==> config.mk <==
export PLATFORM = sky130hd
export DESIGN_NAME = rpas_top
export DESIGN_NICKNAME = d
export VERILOG_FILES = /design/src/hdl/rpas_pkg.sv /design/src/hdl/rpas_top.sv
export SDC_FILE = /design/constraint.sdc
export NUM_CORES = 1
export LEC_CHECK = 0
export BUFFER_PORTS_ARGS = -buffer_cell sky130_fd_sc_hd__buf_2
export CAP_MARGIN = 30
export CORE_ASPECT_RATIO = 0.7
export CORE_MARGIN = 1
export CORE_UTILIZATION = 54
export CTS_CLUSTER_SIZE = 16
export DETAILED_ROUTE_END_ITERATION = 10
export PLACE_DENSITY_LB_ADDON = 0.2
export SLEW_MARGIN = 30
export SYNTH_ARGS = -nofsm -noshare
export SYNTH_HDL_FRONTEND = slang
export SYNTH_SLANG_ARGS = --single-unit
==> constraint.sdc <==
create_clock -name clk_sys_i -period 2.2 [get_ports clk_sys_i]
set_input_delay 0.11 -clock clk_sys_i [delete_from_list [all_inputs] [get_ports clk_sys_i]]
set_output_delay 0.11 -clock clk_sys_i [all_outputs]
set_load 0.01 [all_outputs]
==> src/hdl/rpas_pkg.sv <==
package rpas_pkg;
   // ----------------------------------------
   // Register byte offsets
   // ----------------------------------------
   localparam logic [7:0] RPAS_OFS_RESET_POWERDOWN_CONTROL = 8'h00;
   localparam logic [7:0] RPAS_OFS_ACTIVATION_STATUS = 8'h04;
   localparam logic [7:0] RPAS_OFS_ACTIVATION_CONTROL = 8'h08;
   localparam logic [7:0] RPAS_OFS_INTERRUPT_STATUS = 8'h0c;
   localparam logic [7:0] RPAS_OFS_INTERRUPT_MASK = 8'h10;
   localparam logic [7:0] RPAS_OFS_OVERLAY_ACCESS_SELECT = 8'h14;
   localparam logic [7:0] RPAS_OFS_DCHANNEL_ACCESS = 8'h18;
   localparam logic [7:0] RPAS_OFS_MAINT_CONTROL = 8'h1c;
   // ----------------------------------------
   // Field positions
   // ----------------------------------------
   localparam int RPAS_B_SOFT_RESET = 3;
   localparam int RPAS_B_PD_ENABLE = 2;
   localparam int RPAS_B_ABS_PD = 1;
   localparam int RPAS_B_RET_NORMAL = 0;
   localparam int RPAS_B_LINK_UP = 3;
   localparam int RPAS_B_ERROR_IND = 2;
   localparam int RPAS_B_SF_SYNC = 1;
   localparam int RPAS_B_TRANSPARENT = 0;
   localparam int RPAS_B_ACT_REQ = 3;
   localparam int RPAS_B_DEACT_REQ = 2;
   localparam int RPAS_B_CUST_EN = 0;
   localparam int RPAS_B_DCH_SEL = 1;
   localparam int RPAS_B_CRC_CORRUPT = 8;
   // ----------------------------------------
   // Reset values and codes
   // ----------------------------------------
   localparam logic [3:0] RPAS_NIBBLE_RST = 4'h0;
   localparam logic [7:0] RPAS_LOOPBACK_RST = 8'h00;
   localparam logic [3:0] RPAS_DCH_CODE = 4'hf;
   localparam logic [1:0] RPAS_RESP_OKAY = 2'b00;
   localparam logic [1:0] RPAS_RESP_SLVERR = 2'b10;
   // ----------------------------------------
   // Timing
   // ----------------------------------------
   localparam int RPAS_CLK_HZ = 20000000;
   localparam int RPAS_LOSS_MS = 480;
   localparam int RPAS_LOSS_CYCLES = RPAS_LOSS_MS * (RPAS_CLK_HZ / 1000);
   localparam int RPAS_MIN_RESET_PERIODS = 6;
endpackage : rpas_pkg

==> src/hdl/rpas_top.sv <==
`timescale 1ns/10ps
// What this block does
// Hardware reset clears control; soft reset keeps it
// In absolute power-down only control register writable
// Soft reset bit holds transceiver in reset
// Controller holds reset six crystal periods
// Soft reset keeps control and overlay select
// Power-down enable while searching enters power-down
// Tone, activation request, enable clear exit power-down
// Enable zero forbids power-down; warm start kept
// Absolute power-down acts as soft reset
// Controller holds soft reset 1 ms after
// Hardware reset ends absolute power-down
// Absolute power-down clears coefficients, cold start
// Return-to-normal clears crc corrupt, loopbacks
// Resets clear status; edges raise change interrupt, except a falling error indication
// Reading status clears change interrupt
// Link up held until loss, deactivation, reset
// Timer expiry sets error indication
// Error cleared by request or tone, not read
// Superframe sync follows link; 480 ms deactivates
// No sync: no maintenance interrupts, ones data
// In-progress set on start, cleared on failure
// High error rate clears in-progress, ones data
// Pass data only when all gates open
// D-channel code 1111, cleared by D-channel access read
// Interrupt output when status and mask set
module rpas_top import rpas_pkg::*; #(
   parameter int LOSS_CYCLES = RPAS_LOSS_CYCLES
) (
   input wire logic clk_sys_i,
   input wire logic rst_n_i,
   input wire logic [7:0] s_axi_awaddr_i,
   input wire logic s_axi_awvalid_i,
   output logic s_axi_awready_o,
   input wire logic [31:0] s_axi_wdata_i,
   input wire logic [3:0] s_axi_wstrb_i,
   input wire logic s_axi_wvalid_i,
   output logic s_axi_wready_o,
   output logic [1:0] s_axi_bresp_o,
   output logic s_axi_bvalid_o,
   input wire logic s_axi_bready_i,
   input wire logic [7:0] s_axi_araddr_i,
   input wire logic s_axi_arvalid_i,
   output logic s_axi_arready_o,
   output logic [31:0] s_axi_rdata_o,
   output logic [1:0] s_axi_rresp_o,
   output logic s_axi_rvalid_o,
   input wire logic s_axi_rready_i,
   input wire logic searching_i,
   input wire logic wakeup_tone_i,
   input wire logic act_start_i,
   input wire logic act_fail_i,
   input wire logic full_duplex_i,
   input wire logic sf_detect_i,
   input wire logic high_error_i,
   input wire logic timer_expire_i,
   input wire logic nt_mode_i,
   input wire logic verified_act_i,
   input wire logic verified_dea_m4_i,
   input wire logic dch_update_i,
   input wire logic [2:0] maint_irq_i,
   input wire logic [7:0] rx_data_i,
   output logic [7:0] rx_data_o,
   output logic xcvr_reset_o,
   output logic powerdown_o,
   output logic abs_powerdown_o,
   output logic clear_coeff_o,
   output logic irq_o,
   output logic [3:0] interrupt_status_o
);
   // ----------------------------------------
   // Pin synchronisers
   // ----------------------------------------
   localparam int NSYNC = 14;
   logic [NSYNC-1:0] sync1;
   logic [NSYNC-1:0] sync2;
   logic [7:0] rxd1;
   logic [7:0] rxd2;
   always_ff @(posedge clk_sys_i or negedge rst_n_i) begin
      if (!rst_n_i) begin
         sync1 <= '0;
         sync2 <= '0;
         rxd1 <= 8'hff;
         rxd2 <= 8'hff;
      end else begin
         sync1 <= {searching_i, wakeup_tone_i, act_start_i, act_fail_i, full_duplex_i, sf_detect_i,
            high_error_i, timer_expire_i, nt_mode_i, verified_act_i, verified_dea_m4_i, maint_irq_i};
         sync2 <= sync1;
         rxd1 <= rx_data_i;
         rxd2 <= rxd1;
      end
   end
   logic s_search, s_tone, s_start, s_fail, s_fdx, s_sfdet, s_higherr, s_timer, s_nt, s_vact, s_vdea;
   logic [2:0] s_mirq;
   assign {s_search, s_tone, s_start, s_fail, s_fdx, s_sfdet, s_higherr, s_timer, s_nt, s_vact, s_vdea,
      s_mirq} = sync2;
   logic dch_s1, dch_s2, dch_s3;
   always_ff @(posedge clk_sys_i or negedge rst_n_i) begin
      if (!rst_n_i) begin
         dch_s1 <= 1'b0;
         dch_s2 <= 1'b0;
         dch_s3 <= 1'b0;
      end else begin
         dch_s1 <= dch_update_i;
         dch_s2 <= dch_s1;
         dch_s3 <= dch_s2;
      end
   end
   wire dch_event = dch_s2 & ~dch_s3;

   // ----------------------------------------
   // Registers
   // ----------------------------------------
   logic [3:0] rpc;
   logic [3:0] act_stat;
   logic [3:0] act_ctrl;
   logic [3:0] int_stat;
   logic [3:0] int_mask;
   logic [3:0] ovl_sel;
   logic [7:0] loopback;
   logic crc_corrupt;
   logic dch_pending;
   logic pd_state;
   logic [31:0] sync_loss_cnt;

   wire soft_rst = rpc[RPAS_B_SOFT_RESET] | rpc[RPAS_B_ABS_PD];
   wire abs_pd = rpc[RPAS_B_ABS_PD];

   // ----------------------------------------
   // AXI4-Lite slave
   // ----------------------------------------
   logic aw_held, w_held;
   logic [7:0] aw_addr;
   logic [31:0] w_data;
   logic [3:0] w_strb;
   logic wr_ok;
   wire wr_go = aw_held & w_held & ~s_axi_bvalid_o;
   always_ff @(posedge clk_sys_i or negedge rst_n_i) begin
      if (!rst_n_i) begin
         aw_held <= 1'b0;
         w_held <= 1'b0;
         aw_addr <= 8'h00;
         w_data <= 32'h0000_0000;
         w_strb <= 4'h0;
         s_axi_bvalid_o <= 1'b0;
         s_axi_bresp_o <= RPAS_RESP_OKAY;
      end else begin
         if (s_axi_awvalid_i && s_axi_awready_o) begin
            aw_held <= 1'b1;
            aw_addr <= s_axi_awaddr_i;
         end
         if (s_axi_wvalid_i && s_axi_wready_o) begin
            w_held <= 1'b1;
            w_data <= s_axi_wdata_i;
            w_strb <= s_axi_wstrb_i;
         end
         if (wr_go) begin
            aw_held <= 1'b0;
            w_held <= 1'b0;
            s_axi_bvalid_o <= 1'b1;
            s_axi_bresp_o <= wr_ok ? RPAS_RESP_OKAY : RPAS_RESP_SLVERR;
         end else if (s_axi_bvalid_o && s_axi_bready_i) begin
            s_axi_bvalid_o <= 1'b0;
         end
      end
   end
   assign s_axi_awready_o = ~aw_held & ~s_axi_bvalid_o;
   assign s_axi_wready_o = ~w_held & ~s_axi_bvalid_o;
   wire wr_lane = w_strb[0];
   wire wr_rpc = wr_go & wr_lane & (aw_addr == RPAS_OFS_RESET_POWERDOWN_CONTROL);
   wire wr_other = wr_go & wr_lane & ~abs_pd;
   wire wr_actc = wr_other & (aw_addr == RPAS_OFS_ACTIVATION_CONTROL);
   wire wr_mask = wr_other & (aw_addr == RPAS_OFS_INTERRUPT_MASK);
   wire wr_ovl = wr_other & (aw_addr == RPAS_OFS_OVERLAY_ACCESS_SELECT);
   wire wr_maint = wr_other & (aw_addr == RPAS_OFS_MAINT_CONTROL);
   always_comb begin
      if (aw_addr == RPAS_OFS_RESET_POWERDOWN_CONTROL || aw_addr == RPAS_OFS_ACTIVATION_STATUS ||
          aw_addr == RPAS_OFS_ACTIVATION_CONTROL || aw_addr == RPAS_OFS_INTERRUPT_STATUS ||
          aw_addr == RPAS_OFS_INTERRUPT_MASK || aw_addr == RPAS_OFS_OVERLAY_ACCESS_SELECT ||
          aw_addr == RPAS_OFS_DCHANNEL_ACCESS || aw_addr == RPAS_OFS_MAINT_CONTROL) begin
         wr_ok = 1'b1;
      end else begin
         wr_ok = 1'b0;
      end
   end

   logic [31:0] rd_val;
   logic rd_ok;
   always_comb begin
      rd_val = 32'h0000_0000;
      rd_ok = 1'b1;
      if (abs_pd) begin
         rd_val = 32'h0000_0000;
      end else if (s_axi_araddr_i == RPAS_OFS_RESET_POWERDOWN_CONTROL) begin
         rd_val = {28'h0, rpc};
      end else if (s_axi_araddr_i == RPAS_OFS_ACTIVATION_STATUS) begin
         rd_val = {28'h0, dch_pending ? RPAS_DCH_CODE : act_stat};
      end else if (s_axi_araddr_i == RPAS_OFS_ACTIVATION_CONTROL) begin
         rd_val = {28'h0, act_ctrl};
      end else if (s_axi_araddr_i == RPAS_OFS_INTERRUPT_STATUS) begin
         rd_val = {28'h0, int_stat};
      end else if (s_axi_araddr_i == RPAS_OFS_INTERRUPT_MASK) begin
         rd_val = {28'h0, int_mask};
      end else if (s_axi_araddr_i == RPAS_OFS_OVERLAY_ACCESS_SELECT) begin
         rd_val = {28'h0, ovl_sel};
      end else if (s_axi_araddr_i == RPAS_OFS_DCHANNEL_ACCESS) begin
         rd_val = {31'h0, dch_pending};
      end else if (s_axi_araddr_i == RPAS_OFS_MAINT_CONTROL) begin
         rd_val = {23'h0, crc_corrupt, loopback};
      end else begin
         rd_ok = 1'b0;
      end
   end
   wire rd_go = s_axi_arvalid_i & s_axi_arready_o;
   wire rd_stat = rd_go & ~abs_pd & (s_axi_araddr_i == RPAS_OFS_ACTIVATION_STATUS);
   wire rd_dch = rd_go & ~abs_pd & (s_axi_araddr_i == RPAS_OFS_DCHANNEL_ACCESS);
   always_ff @(posedge clk_sys_i or negedge rst_n_i) begin
      if (!rst_n_i) begin
         s_axi_rvalid_o <= 1'b0;
         s_axi_rdata_o <= 32'h0000_0000;
         s_axi_rresp_o <= RPAS_RESP_OKAY;
      end else if (rd_go) begin
         s_axi_rvalid_o <= 1'b1;
         s_axi_rdata_o <= rd_val;
         s_axi_rresp_o <= rd_ok ? RPAS_RESP_OKAY : RPAS_RESP_SLVERR;
      end else if (s_axi_rready_i) begin
         s_axi_rvalid_o <= 1'b0;
      end
   end
   assign s_axi_arready_o = ~s_axi_rvalid_o;

   // ----------------------------------------
   // Reset and power-down control
   // ----------------------------------------
   always_ff @(posedge clk_sys_i or negedge rst_n_i) begin
      if (!rst_n_i) begin
         rpc <= RPAS_NIBBLE_RST;
      end else if (wr_rpc) begin
         rpc <= {w_data[3:1], 1'b0};
      end
   end
   always_ff @(posedge clk_sys_i or negedge rst_n_i) begin
      if (!rst_n_i) begin
         ovl_sel <= RPAS_NIBBLE_RST;
      end else if (wr_ovl) begin
         ovl_sel <= w_data[3:0];
      end
   end
   always_ff @(posedge clk_sys_i or negedge rst_n_i) begin
      if (!rst_n_i) begin
         loopback <= RPAS_LOOPBACK_RST;
         crc_corrupt <= 1'b0;
      end else if (wr_rpc && w_data[RPAS_B_RET_NORMAL]) begin
         loopback <= RPAS_LOOPBACK_RST;
         crc_corrupt <= 1'b0;
      end else if (soft_rst) begin
         loopback <= RPAS_LOOPBACK_RST;
         crc_corrupt <= 1'b0;
      end else if (wr_maint) begin
         loopback <= w_data[7:0];
         crc_corrupt <= w_data[RPAS_B_CRC_CORRUPT];
      end
   end
   always_ff @(posedge clk_sys_i or negedge rst_n_i) begin
      if (!rst_n_i) begin
         act_ctrl <= RPAS_NIBBLE_RST;
      end else if (soft_rst) begin
         act_ctrl <= RPAS_NIBBLE_RST;
      end else if (wr_actc) begin
         act_ctrl <= w_data[3:0];
      end else if (s_start) begin
         act_ctrl[RPAS_B_ACT_REQ] <= 1'b0;
      end
   end
   always_ff @(posedge clk_sys_i or negedge rst_n_i) begin
      if (!rst_n_i) begin
         int_mask <= RPAS_NIBBLE_RST;
      end else if (soft_rst) begin
         int_mask <= RPAS_NIBBLE_RST;
      end else if (wr_mask) begin
         int_mask <= w_data[3:0];
      end
   end
   always_ff @(posedge clk_sys_i or negedge rst_n_i) begin
      if (!rst_n_i) begin
         pd_state <= 1'b0;
      end else if (!rpc[RPAS_B_PD_ENABLE] || soft_rst || s_tone || act_ctrl[RPAS_B_ACT_REQ]) begin
         pd_state <= 1'b0;
      end else if (s_search) begin
         pd_state <= 1'b1;
      end
   end
   always_ff @(posedge clk_sys_i or negedge rst_n_i) begin
      if (!rst_n_i) begin
         xcvr_reset_o <= 1'b0;
         abs_powerdown_o <= 1'b0;
         powerdown_o <= 1'b0;
         clear_coeff_o <= 1'b0;
      end else begin
         xcvr_reset_o <= soft_rst;
         abs_powerdown_o <= abs_pd;
         powerdown_o <= pd_state | abs_pd;
         clear_coeff_o <= abs_pd;
      end
   end

   // ----------------------------------------
   // Activation status
   // ----------------------------------------
   wire lu = act_stat[RPAS_B_LINK_UP];
   wire lost = sync_loss_cnt >= LOSS_CYCLES;
   wire deact = (s_nt & ~s_sfdet & (act_ctrl[RPAS_B_DEACT_REQ] | s_vdea)) |
      (~s_nt & act_ctrl[RPAS_B_DEACT_REQ]);
   logic [3:0] next_stat;
   always_comb begin
      next_stat = act_stat;
      if (s_fdx && s_sfdet && !lu) begin
         next_stat[RPAS_B_LINK_UP] = 1'b1;
         next_stat[RPAS_B_SF_SYNC] = 1'b1;
      end else if (lu) begin
         next_stat[RPAS_B_SF_SYNC] = s_sfdet;
         next_stat[RPAS_B_TRANSPARENT] = ~s_higherr;
      end
      if (lost || deact) begin
         next_stat[RPAS_B_LINK_UP] = 1'b0;
         next_stat[RPAS_B_SF_SYNC] = 1'b0;
         next_stat[RPAS_B_TRANSPARENT] = 1'b0;
      end
      if (s_start) begin
         next_stat[RPAS_B_TRANSPARENT] = 1'b1;
      end
      if (s_fail) begin
         next_stat[RPAS_B_TRANSPARENT] = 1'b0;
         next_stat[RPAS_B_ERROR_IND] = 1'b1;
      end
      if (act_ctrl[RPAS_B_ACT_REQ] || s_tone) begin
         next_stat[RPAS_B_ERROR_IND] = 1'b0;
      end
      if (s_timer || lost) begin
         next_stat[RPAS_B_ERROR_IND] = 1'b1;
      end
   end
   always_ff @(posedge clk_sys_i or negedge rst_n_i) begin
      if (!rst_n_i) begin
         act_stat <= RPAS_NIBBLE_RST;
      end else if (soft_rst) begin
         act_stat <= RPAS_NIBBLE_RST;
      end else begin
         act_stat <= next_stat;
      end
   end
   always_ff @(posedge clk_sys_i or negedge rst_n_i) begin
      if (!rst_n_i) begin
         sync_loss_cnt <= 32'h0000_0000;
      end else if (soft_rst || !lu || act_stat[RPAS_B_SF_SYNC]) begin
         sync_loss_cnt <= 32'h0000_0000;
      end else if (!lost) begin
         sync_loss_cnt <= sync_loss_cnt + 32'h0000_0001;
      end
   end

   // ----------------------------------------
   // Interrupt status and D-channel overlay
   // ----------------------------------------
   wire stat_change = |(next_stat & ~act_stat) |
      |(act_stat & ~next_stat & 4'b1011);
   wire stat_event = stat_change & ~soft_rst;
   always_ff @(posedge clk_sys_i or negedge rst_n_i) begin
      if (!rst_n_i) begin
         dch_pending <= 1'b0;
      end else if (soft_rst || !ovl_sel[RPAS_B_DCH_SEL]) begin
         dch_pending <= 1'b0;
      end else if (dch_event) begin
         dch_pending <= 1'b1;
      end else if (rd_dch) begin
         dch_pending <= 1'b0;
      end
   end
   logic act_irq;
   always_ff @(posedge clk_sys_i or negedge rst_n_i) begin
      if (!rst_n_i) begin
         act_irq <= 1'b0;
      end else if (soft_rst) begin
         act_irq <= 1'b0;
      end else if (stat_event) begin
         act_irq <= 1'b1;
      end else if (rd_stat) begin
         act_irq <= 1'b0;
      end
   end
   logic [2:0] maint_stat;
   always_ff @(posedge clk_sys_i or negedge rst_n_i) begin
      if (!rst_n_i) begin
         maint_stat <= 3'b000;
      end else if (soft_rst) begin
         maint_stat <= 3'b000;
      end else if (act_stat[RPAS_B_SF_SYNC]) begin
         maint_stat <= maint_stat | s_mirq;
      end
   end
   assign int_stat = {act_irq | dch_pending, maint_stat};
   always_ff @(posedge clk_sys_i or negedge rst_n_i) begin
      if (!rst_n_i) begin
         irq_o <= 1'b0;
         interrupt_status_o <= RPAS_NIBBLE_RST;
      end else begin
         irq_o <= |(int_stat & int_mask);
         interrupt_status_o <= int_stat;
      end
   end

   // ----------------------------------------
   // Receive data gating
   // ----------------------------------------
   wire pass = (&{act_stat[RPAS_B_LINK_UP], act_stat[RPAS_B_SF_SYNC], act_stat[RPAS_B_TRANSPARENT]}) &
      (act_ctrl[RPAS_B_CUST_EN] | s_vact) & ~pd_state;
   always_ff @(posedge clk_sys_i or negedge rst_n_i) begin
      if (!rst_n_i) begin
         rx_data_o <= 8'hff;
      end else begin
         rx_data_o <= pass ? rxd2 : 8'hff;
      end
   end
endmodule : rpas_top

Word level (Yosys, flattened, before mapping)

Index checks and enable logic that the tools add are counted.

Register bits: 187
Word-level logic and storage cells: 209

Add/subtract/negate cells: 1
Magnitude comparators: 1
Equality and inequality tests: 15
Mux-type cells: 67
Bitwise operators: 46
Reductions and logical operators: 43

Operators by type and width:

| cell                  | number |
|---|---|
| $mux 9                | 9 |
| $eq 8x5->1 const B    | 8 |
| $mux 32               | 2 |
| $mux 1                | 40 |
| $add 32x1->32 const B | 1 |
| $eq 8x4->1 const B    | 4 |
| $ge 32x24->1 const B  | 1 |
| $mux 8                | 4 |
| $and 1x1->1           | 22 |
| $mux 4                | 5 |
| $eq 8x3->1 const B    | 2 |
| $logic_not 8->1       | 2 |
| $logic_or 1x1->1      | 16 |
| $reduce_bool 2->1     | 8 |
| $and 4x4->4           | 3 |
| $reduce_bool 3->1     | 4 |
| $not 1->1             | 11 |
| $mux 3                | 3 |
| $mux 2                | 4 |
| $not 4->4             | 2 |
| $reduce_or 4->1       | 2 |
| $or 1x1->1            | 7 |
| $logic_and 1x1->1     | 6 |
| $logic_not 1->1       | 3 |
| 4 further kinds       | 4 |

Logic depth before layout (Yosys ltp)

Gate-level depths: netlist of the first run.

Word-level depth: 15
Depth in mapped cells: 8

Least setup slack after synthesis of the first run

Ideal clock, no wire load.

Kind: register to register
Start: register sync_loss_cnt[31]
End: register sync_loss_cnt[9]
Setup time: 0.078 ns
Data arrival time: 1.944 ns
Slack: 0.178 ns
Cell stages (with the launch flop): 7
Clock period less this slack: 2.022 ns
Cells stage by stage: dfrtp_1 -> nor4_2 -> o2111ai_4 -> a21o_2 -> buf_6 -> or4_1 -> a21oi_1

Longest elaborated chain between the ends: 2

RTL lines:

| what                     | RTL line        | RTL |
|---|---|---|
| start: declaration       | rpas_top.sv:125 | `logic [31:0] sync_loss_cnt;` |
| start signal: assignment | rpas_top.sv:359 | `sync_loss_cnt <= sync_loss_cnt + 32'h0000_0001;` |
| $ge 32x24->1             | rpas_top.sv:312 | `wire lost = sync_loss_cnt >= LOSS_CYCLES;` |
| $ne 2x1->1 (no line)     | --              |  |

Every way passes these cells.
A chain may end at the register's enable or synchronous reset.

Final worst setup path of the first run

Start: register sync_loss_cnt[21]
End: register sync_loss_cnt[22]

Longest elaborated chain between the ends: 3

RTL lines:

| what          | RTL line        | RTL |
|---|---|---|
| $add 32x1->32 | rpas_top.sv:359 |  |
| $mux 32       | rpas_top.sv:358 | `end else if (!lost) begin` |
| $mux 32       | rpas_top.sv:356 | `end else if (soft_rst \|\| !lu \|\| act_stat[RPAS_B_SF_SYNC]) begin` |

Parallel ways exist; a longest one is shown, timed or not. The select of a mux whose other input is x is not followed.

==> flow_summary.ini, run 1 <==
[placement]
placed_cells = 786
io_buffers = 88
place_area_mm2 = 0.00726
place_hpwl_um = 9450
post-place-ws_ns = 0.0389
gp_congestion = 0.845

[die]
rows = 33
coreArea_mm2 = 0.0119
dieArea_mm2 = 0.0128
dieWidth_um = 135
ios = 140
die_y_um = 94.9
initial_utilization = 0.562

[sta]
finalSetupViolations = 2
worst_pin_slew_ns = 0.619
relSlewSlack = 0.577
fin_ws_ns = -0.0234
fmaxAchievable_ghz = 0.450
maxSlewViolCount = 0
rsz0062_at_grt = yes
fin_crit_sh = 1.01
period_needed_ns = 2.22
finalHoldViolCount = 0
fin_worst_skew_ns = 0.0107

[global_routing]
antenna_found_initial = 0
track_usage = 0.241
grt_max_degree = 59
grt_pass1_wl_um = 23100
overflow = 0
grt_pass1_vias = 4577

[final_layout]
fin_area_mm2 = 0.00842
drive_gt1_frac = 0.293
finalNonFillerCells = 866
fin_util = 0.710
n_antenna_cell = 0
area_delta_synth_final_pct = 26.4
nets = 780

[power]
total_power_w = 0.00808
peakVddDrop_uv = 668
leakagePower_nw = 3.87
cellPowerDensity_mw_per_mm2 = 960

[worst_setup_path]
worstPathRequired_ns = 2.53
endpoint_kind = flip-flop
worstPathMaxFanout = 7
cp-start-kind = flip-flop
cp.arrival_ns = 2.55
path_class = flip-flop to flip-flop

[synth]
yosys_warnings = 0
post-synth-top-count-cell = dfrtp_1
synth-seq-cells = 162
ys_types = 57
synth.cell_area_mm2 = 0.00666
synth_top_cell_area_share = 0.519
synth.avg_cell_area_um2 = 12.2
yosys.area.top_type = dfrtp_1
synth_edf_count = 0
postSynthCellCount = 545
synth_area_leaders = dfrtp_1 52%, dfstp_2 9.5%, mux2_2 3.7%, buf_4 2.9%, a21oi_1 2.3%
yosysSeqAreaShare = 0.613
synth_common_cells = 138 x dfrtp_1, 35 x nand2_1, 31 x a21oi_1, 31 x nor2_1, 26 x buf_4
async_flop_share = 1.00
ys.flop_type = dfrtp_1

[routing]
drt_wl_total_um = 14000
routed.top_layer = met4
wl_met3_um = 645
wl_per_cell_um = 16.2
dr.pass1.iters = 5
vias = 4737
wl_met2_um = 6490
wl_met1_um = 6770
drc = 0
avgViaCountPerCell = 5.47
drtIter0Drc = 341
drtAntennaViolNets = 0

[cts]
clk_latency_ns = 0.42
cts.sinks = 162
cts_tree = yes
path_clk_slew_ns = 0.06
clockRootBuffer = clkbuf_16
htreeDepth = 4
cts_buffer_depth = 2
cts_buffers = 17

[outcome]
status = finished with violations
violations = negative setup slack

[worst_hold_path]
hp-class = primary input to flip-flop

[run]
maxCapViolations = 0
metal layers:
layer | GRT usage | vias to the layer above
li1 | - | 2218
met1 | 0.340 | 2368
met2 | 0.376 | 139
met3 | 0.0531 | 12
met4 | 0.0777 | 0
met5 | 0 | -
registers in the layout (all words and copies together) (netlist names), 8 cells and up:
register,flops
loopback,8
rxd2,8
s_axi_rdata_o,9
sync1,14
aw_addr,8
rxd1,8
w_data,9
rx_data_o,8
sync2,14
sync_loss_cnt,32
report_power, final:
| part | total (W) | switching [W] | internal, W |
|---|---|---|---|
| sequential | 0.00380 | 0.000397 | 0.00340 |
| combinational | 0.00127 | 0.000675 | 0.000592 |
| clock | 0.00301 | 0.00113 | 0.00188 |
| total | 0.00808 | 0.00220 | 0.00587 |
what timing repair did:
item,4_1_cts,5_1_grt
endpoints found under the hold margin,92,0
hold buffers,44,0
gates resized for setup,1,12
buffers inserted,0,4
pin swaps,0,6
setup endpoints to repair,8,32
cell type report:
type / instances / area (um2)
tap: 157 / 196
clock inverter: 8 / 129
multi-input combinational: 343 / 2370
sequential: 162 / 4080
fill: 805 / 3430
clock buffer: 24 / 482
timing repair buffer: 155 / 1090
inverter: 17 / 63.8
cells by family after synthesis:
kind of cell,synth area share
multiplexers,0.0616
adder cells (fa/ha/maj),0.00376
XOR/XNOR,0.00526
flip-flops,0.613
other,0.000563
AND/OR/NAND/NOR,0.141
AO/OA/AOI/OAI,0.121
buffers and inverters,0.0541
per-stage QoR:
stage	hold WS [ns]	setup TNS [ns]
floorplan	-0.186	0
global placement	0.0926	0
detailed placement	0.0903	0
CTS	0.102	0
global route	0.136	-0.570
finish	0.121	-0.0268
cells in the final DEF (no fill, tap or decap), drive strengths merged, types with 5 or more instances in the layout:
master	synthesis	layout
mux2i	14	14
nor3	6	6
or3	10	10
o21ai	14	14
nand4b	5	5
dfrtp	138	138
a31oi	7	7
dfstp	24	24
a211oi	6	6
nor2	31	31
inv	17	17
nor4	7	7
mux2	22	22
a22o	13	13
clkbuf	18	24
or4	11	11
a21o	11	11
a21oi	31	31
conb	1	25
o31ai	13	13
buf	29	111
and2	14	14
dlygate4sd3	0	44
nand2	35	35
nand3	16	16
critical path: stages, from the launching register on:
cell,delay (ns)
dfrtp_1,0.42
or4_4,0.57
nor4_4,0.27
buf_4,0.19
buf_6,0.13
a2111oi_2,0.07
buf_4,0.18
a21o_1,0.18
a21oi_1,0.13
path summary, 6_finish.rpt:
path                                    from                end  slack [ns]  depth (start not counted)
hold / removal             s_axi_araddr_i[1]   s_axi_rresp_o[1]        0.12                          3
max in group asynchronous            rst_n_i            rxd1[0]        1.28                          3
setup reg to reg           sync_loss_cnt[21]  sync_loss_cnt[22]       -0.02                          8
min in group asynchronous            rst_n_i         aw_addr[0]        0.21                          2
setup / recovery           sync_loss_cnt[21]  sync_loss_cnt[22]       -0.02                          8
hold reg to reg                     sync1[1]           sync2[1]        0.34                          0
Note: power is estimated with default switching activity, not from simulation.
==> inputs of run 2 (changes only) <==
- clock period: 2.2 -> 2.45 ns (I/O delays scaled with it)
==> run 2 against run 1 <==
The run now ends clean; fmax down 0.92%; clock-buffer cell count fell by 4; worst setup slack better by 0.23 ns; via count fell by 0.63%; utilization decreased by 0.95 points; clock skew down 0.0030 ns; final area down 1.3%; wire length down 0.71%; global-route usage shrank 0.074 points; register-to-register slack better by 0.23 ns; power fell by 8.8%; largest cell class unchanged; largest power group unchanged; highest routed layer unchanged.
==> flow_summary.ini, run 2 (synthesis results as in run 1) <==
[sta]
fmaxAchievable_ghz = 0.446
relSlewSlack = 0.436
rsz0062_at_grt = no
finalSetupViolations = 0
period_needed_ns = 2.24
fin_worst_skew_ns = 0.00766
fin_crit_sh = 0.916
fin_ws_ns = 0.206
maxSlewViolCount = 0
worst_pin_slew_ns = 0.846
fin_tns_setup_ns = 0
finalHoldViolCount = 0

[worst_hold_path]
hold_start = s_axi_araddr_i[1]
hp-class = primary input to flip-flop

[power]
internal_power_w = 0.00536
comb_power_share = 0.150
peakVddDrop_uv = 641
pwr-share-seq = 0.461
switching_share = 0.272
p_sw_w = 0.00200
cellPowerDensity_mw_per_mm2 = 887
leakagePower_nw = 3.83
power_frac_clock = 0.389

[global_routing]
track_usage = 0.241
grt_max_degree = 61
antenna_found_initial = 0
grt_pass1_vias = 4556
overflow = 0
grt_pass1_wl_um = 23200

[outcome]
status = complete, no violations

[placement]
gp_congestion = 0.808
place_hpwl_um = 9140
post-place-ws_ns = 0.239
io_buffers = 88

[worst_setup_path]
worst-path-buf-inv = 0
endpoint_kind = flip-flop
cp.arrival_ns = 2.54
cp-start-kind = flip-flop
worstPathRequired_ns = 2.75
cp_slowest_stage_delay_ns = 0.65
crit_path_start = sync_loss_cnt[3]
critPathTopFamily = compound AO/OA/AOI/OAI gates
crit_chain = and4_1 -> nand4_1 -> a2111oi_4 -> a31oi_1 -> a41o_1
worstPathMaxFanout = 7
cpMaxStageDelayCell = a2111oi_4
r2r-start = sync_loss_cnt[3]
path_class = flip-flop to flip-flop

[cts]
clockRootBuffer = clkbuf_16
htreeDepth = 4
clk_latency_ns = 0.41
path_clk_slew_ns = 0.06
cts_tree = yes
cts_buffers = 17
cts_buffer_depth = 2
cts.sinks = 162

[final_layout]
n_antenna_cell = 0
area_delta_synth_final_pct = 24.7
drive_gt1_frac = 0.280
largest_reg_flops = 32
mostFrequentLayoutCells = 138 x dfrtp_1, 87 x buf_2, 44 x dlygate4sd3_1
nets = 770
top_register = sync_loss_cnt
reg.largest.list = sync_loss_cnt x32, sync1 x14, sync2 x14
final_common_cell = dfrtp_1

[die]
die_y_um = 94.9
coreArea_mm2 = 0.0119
rows = 33
initial_utilization = 0.562
dieWidth_um = 135
ios = 140
dieArea_mm2 = 0.0128

[routing]
drtAntennaViolNets = 0
drt_wl_total_um = 13900
avgViaCountPerCell = 5.50
vias = 4707
dr.pass1.iters = 5
drc = 0
drtIter0Drc = 357
wl_per_cell_um = 16.3

[run]
maxCapViolations = 0
[run 2: power groups by stage]
| stage | clock [W] | combinational, W | sequential, W |
|---|---|---|---|
| floorplan | 0 | 0.000737 | 0.00332 |
| global placement | 0 | 0.00100 | 0.00341 |
| detailed placement | 0 | 0.00105 | 0.00343 |
| CTS | 0.00291 | 0.00111 | 0.00339 |
| global route | 0.00304 | 0.00123 | 0.00345 |
| finish | 0.00286 | 0.00110 | 0.00340 |
[run 2: area by class of cell]
class                   instances  area, um2
clock buffers                  20        467
clock inverters                12        176
fillers                       792       3550
well taps                     157        196
multi-input cells             343       2310
inverters                      17       63.8
flip-flops and latches        162       4080
repair buffers                145       1010
[run 2: worst paths after layout]
check / endpoint / slack, ns / cells after the start
worst max-delay path: sync_loss_cnt[21] / 0.21 / 5
worst min-delay path: s_axi_rdata_o[3] / 0.15 / 4
worst max register to register: sync_loss_cnt[21] / 0.21 / 5
worst min register to register: sync2[10] / 0.35 / 0
max in group asynchronous: rxd1[7] / 1.51 / 3
min in group asynchronous: aw_addr[7] / 0.22 / 2
[run 2: metrics by stage]
step / instance area (um2) / total power (W) / instances / utilization / hold slack, ns
2_1_floorplan: 6750 / 0.00406 / 569 / - / -0.173
3_3_place_gp: 7220 / 0.00441 / 780 / 0.609 / 0.102
3_5_place_dp: 7220 / 0.00448 / 780 / 0.609 / 0.109
4_1_cts: 8300 / 0.00741 / 856 / 0.701 / 0.122
5_1_grt: 8300 / 0.00772 / 856 / 0.701 / 0.170
6_report: 8300 / 0.00736 / 856 / 0.701 / 0.152
[run 2: timing repair]
action,4_1_cts,5_1_grt
hold endpoints to repair,92,0
hold buffers,44,0
gates resized for setup,0,0
buffers inserted,0,0
[run 2: per-layer routing]
metal	vias to the layer above	routed length (um)	track usage
met5	-	0	0
met2	166	6220	0.358
met3	15	696	0.0429
li1	2188	-	-
met1	2338	6830	0.355
met4	0	179	0.0880
[run 2: worst register-to-register path, stage by stage (launching register included)]
cell	delay, ns
dfrtp_1	0.43
and4_1	0.30
nand4_1	0.34
a2111oi_4	0.65
a31oi_1	0.18
a41o_1	0.24
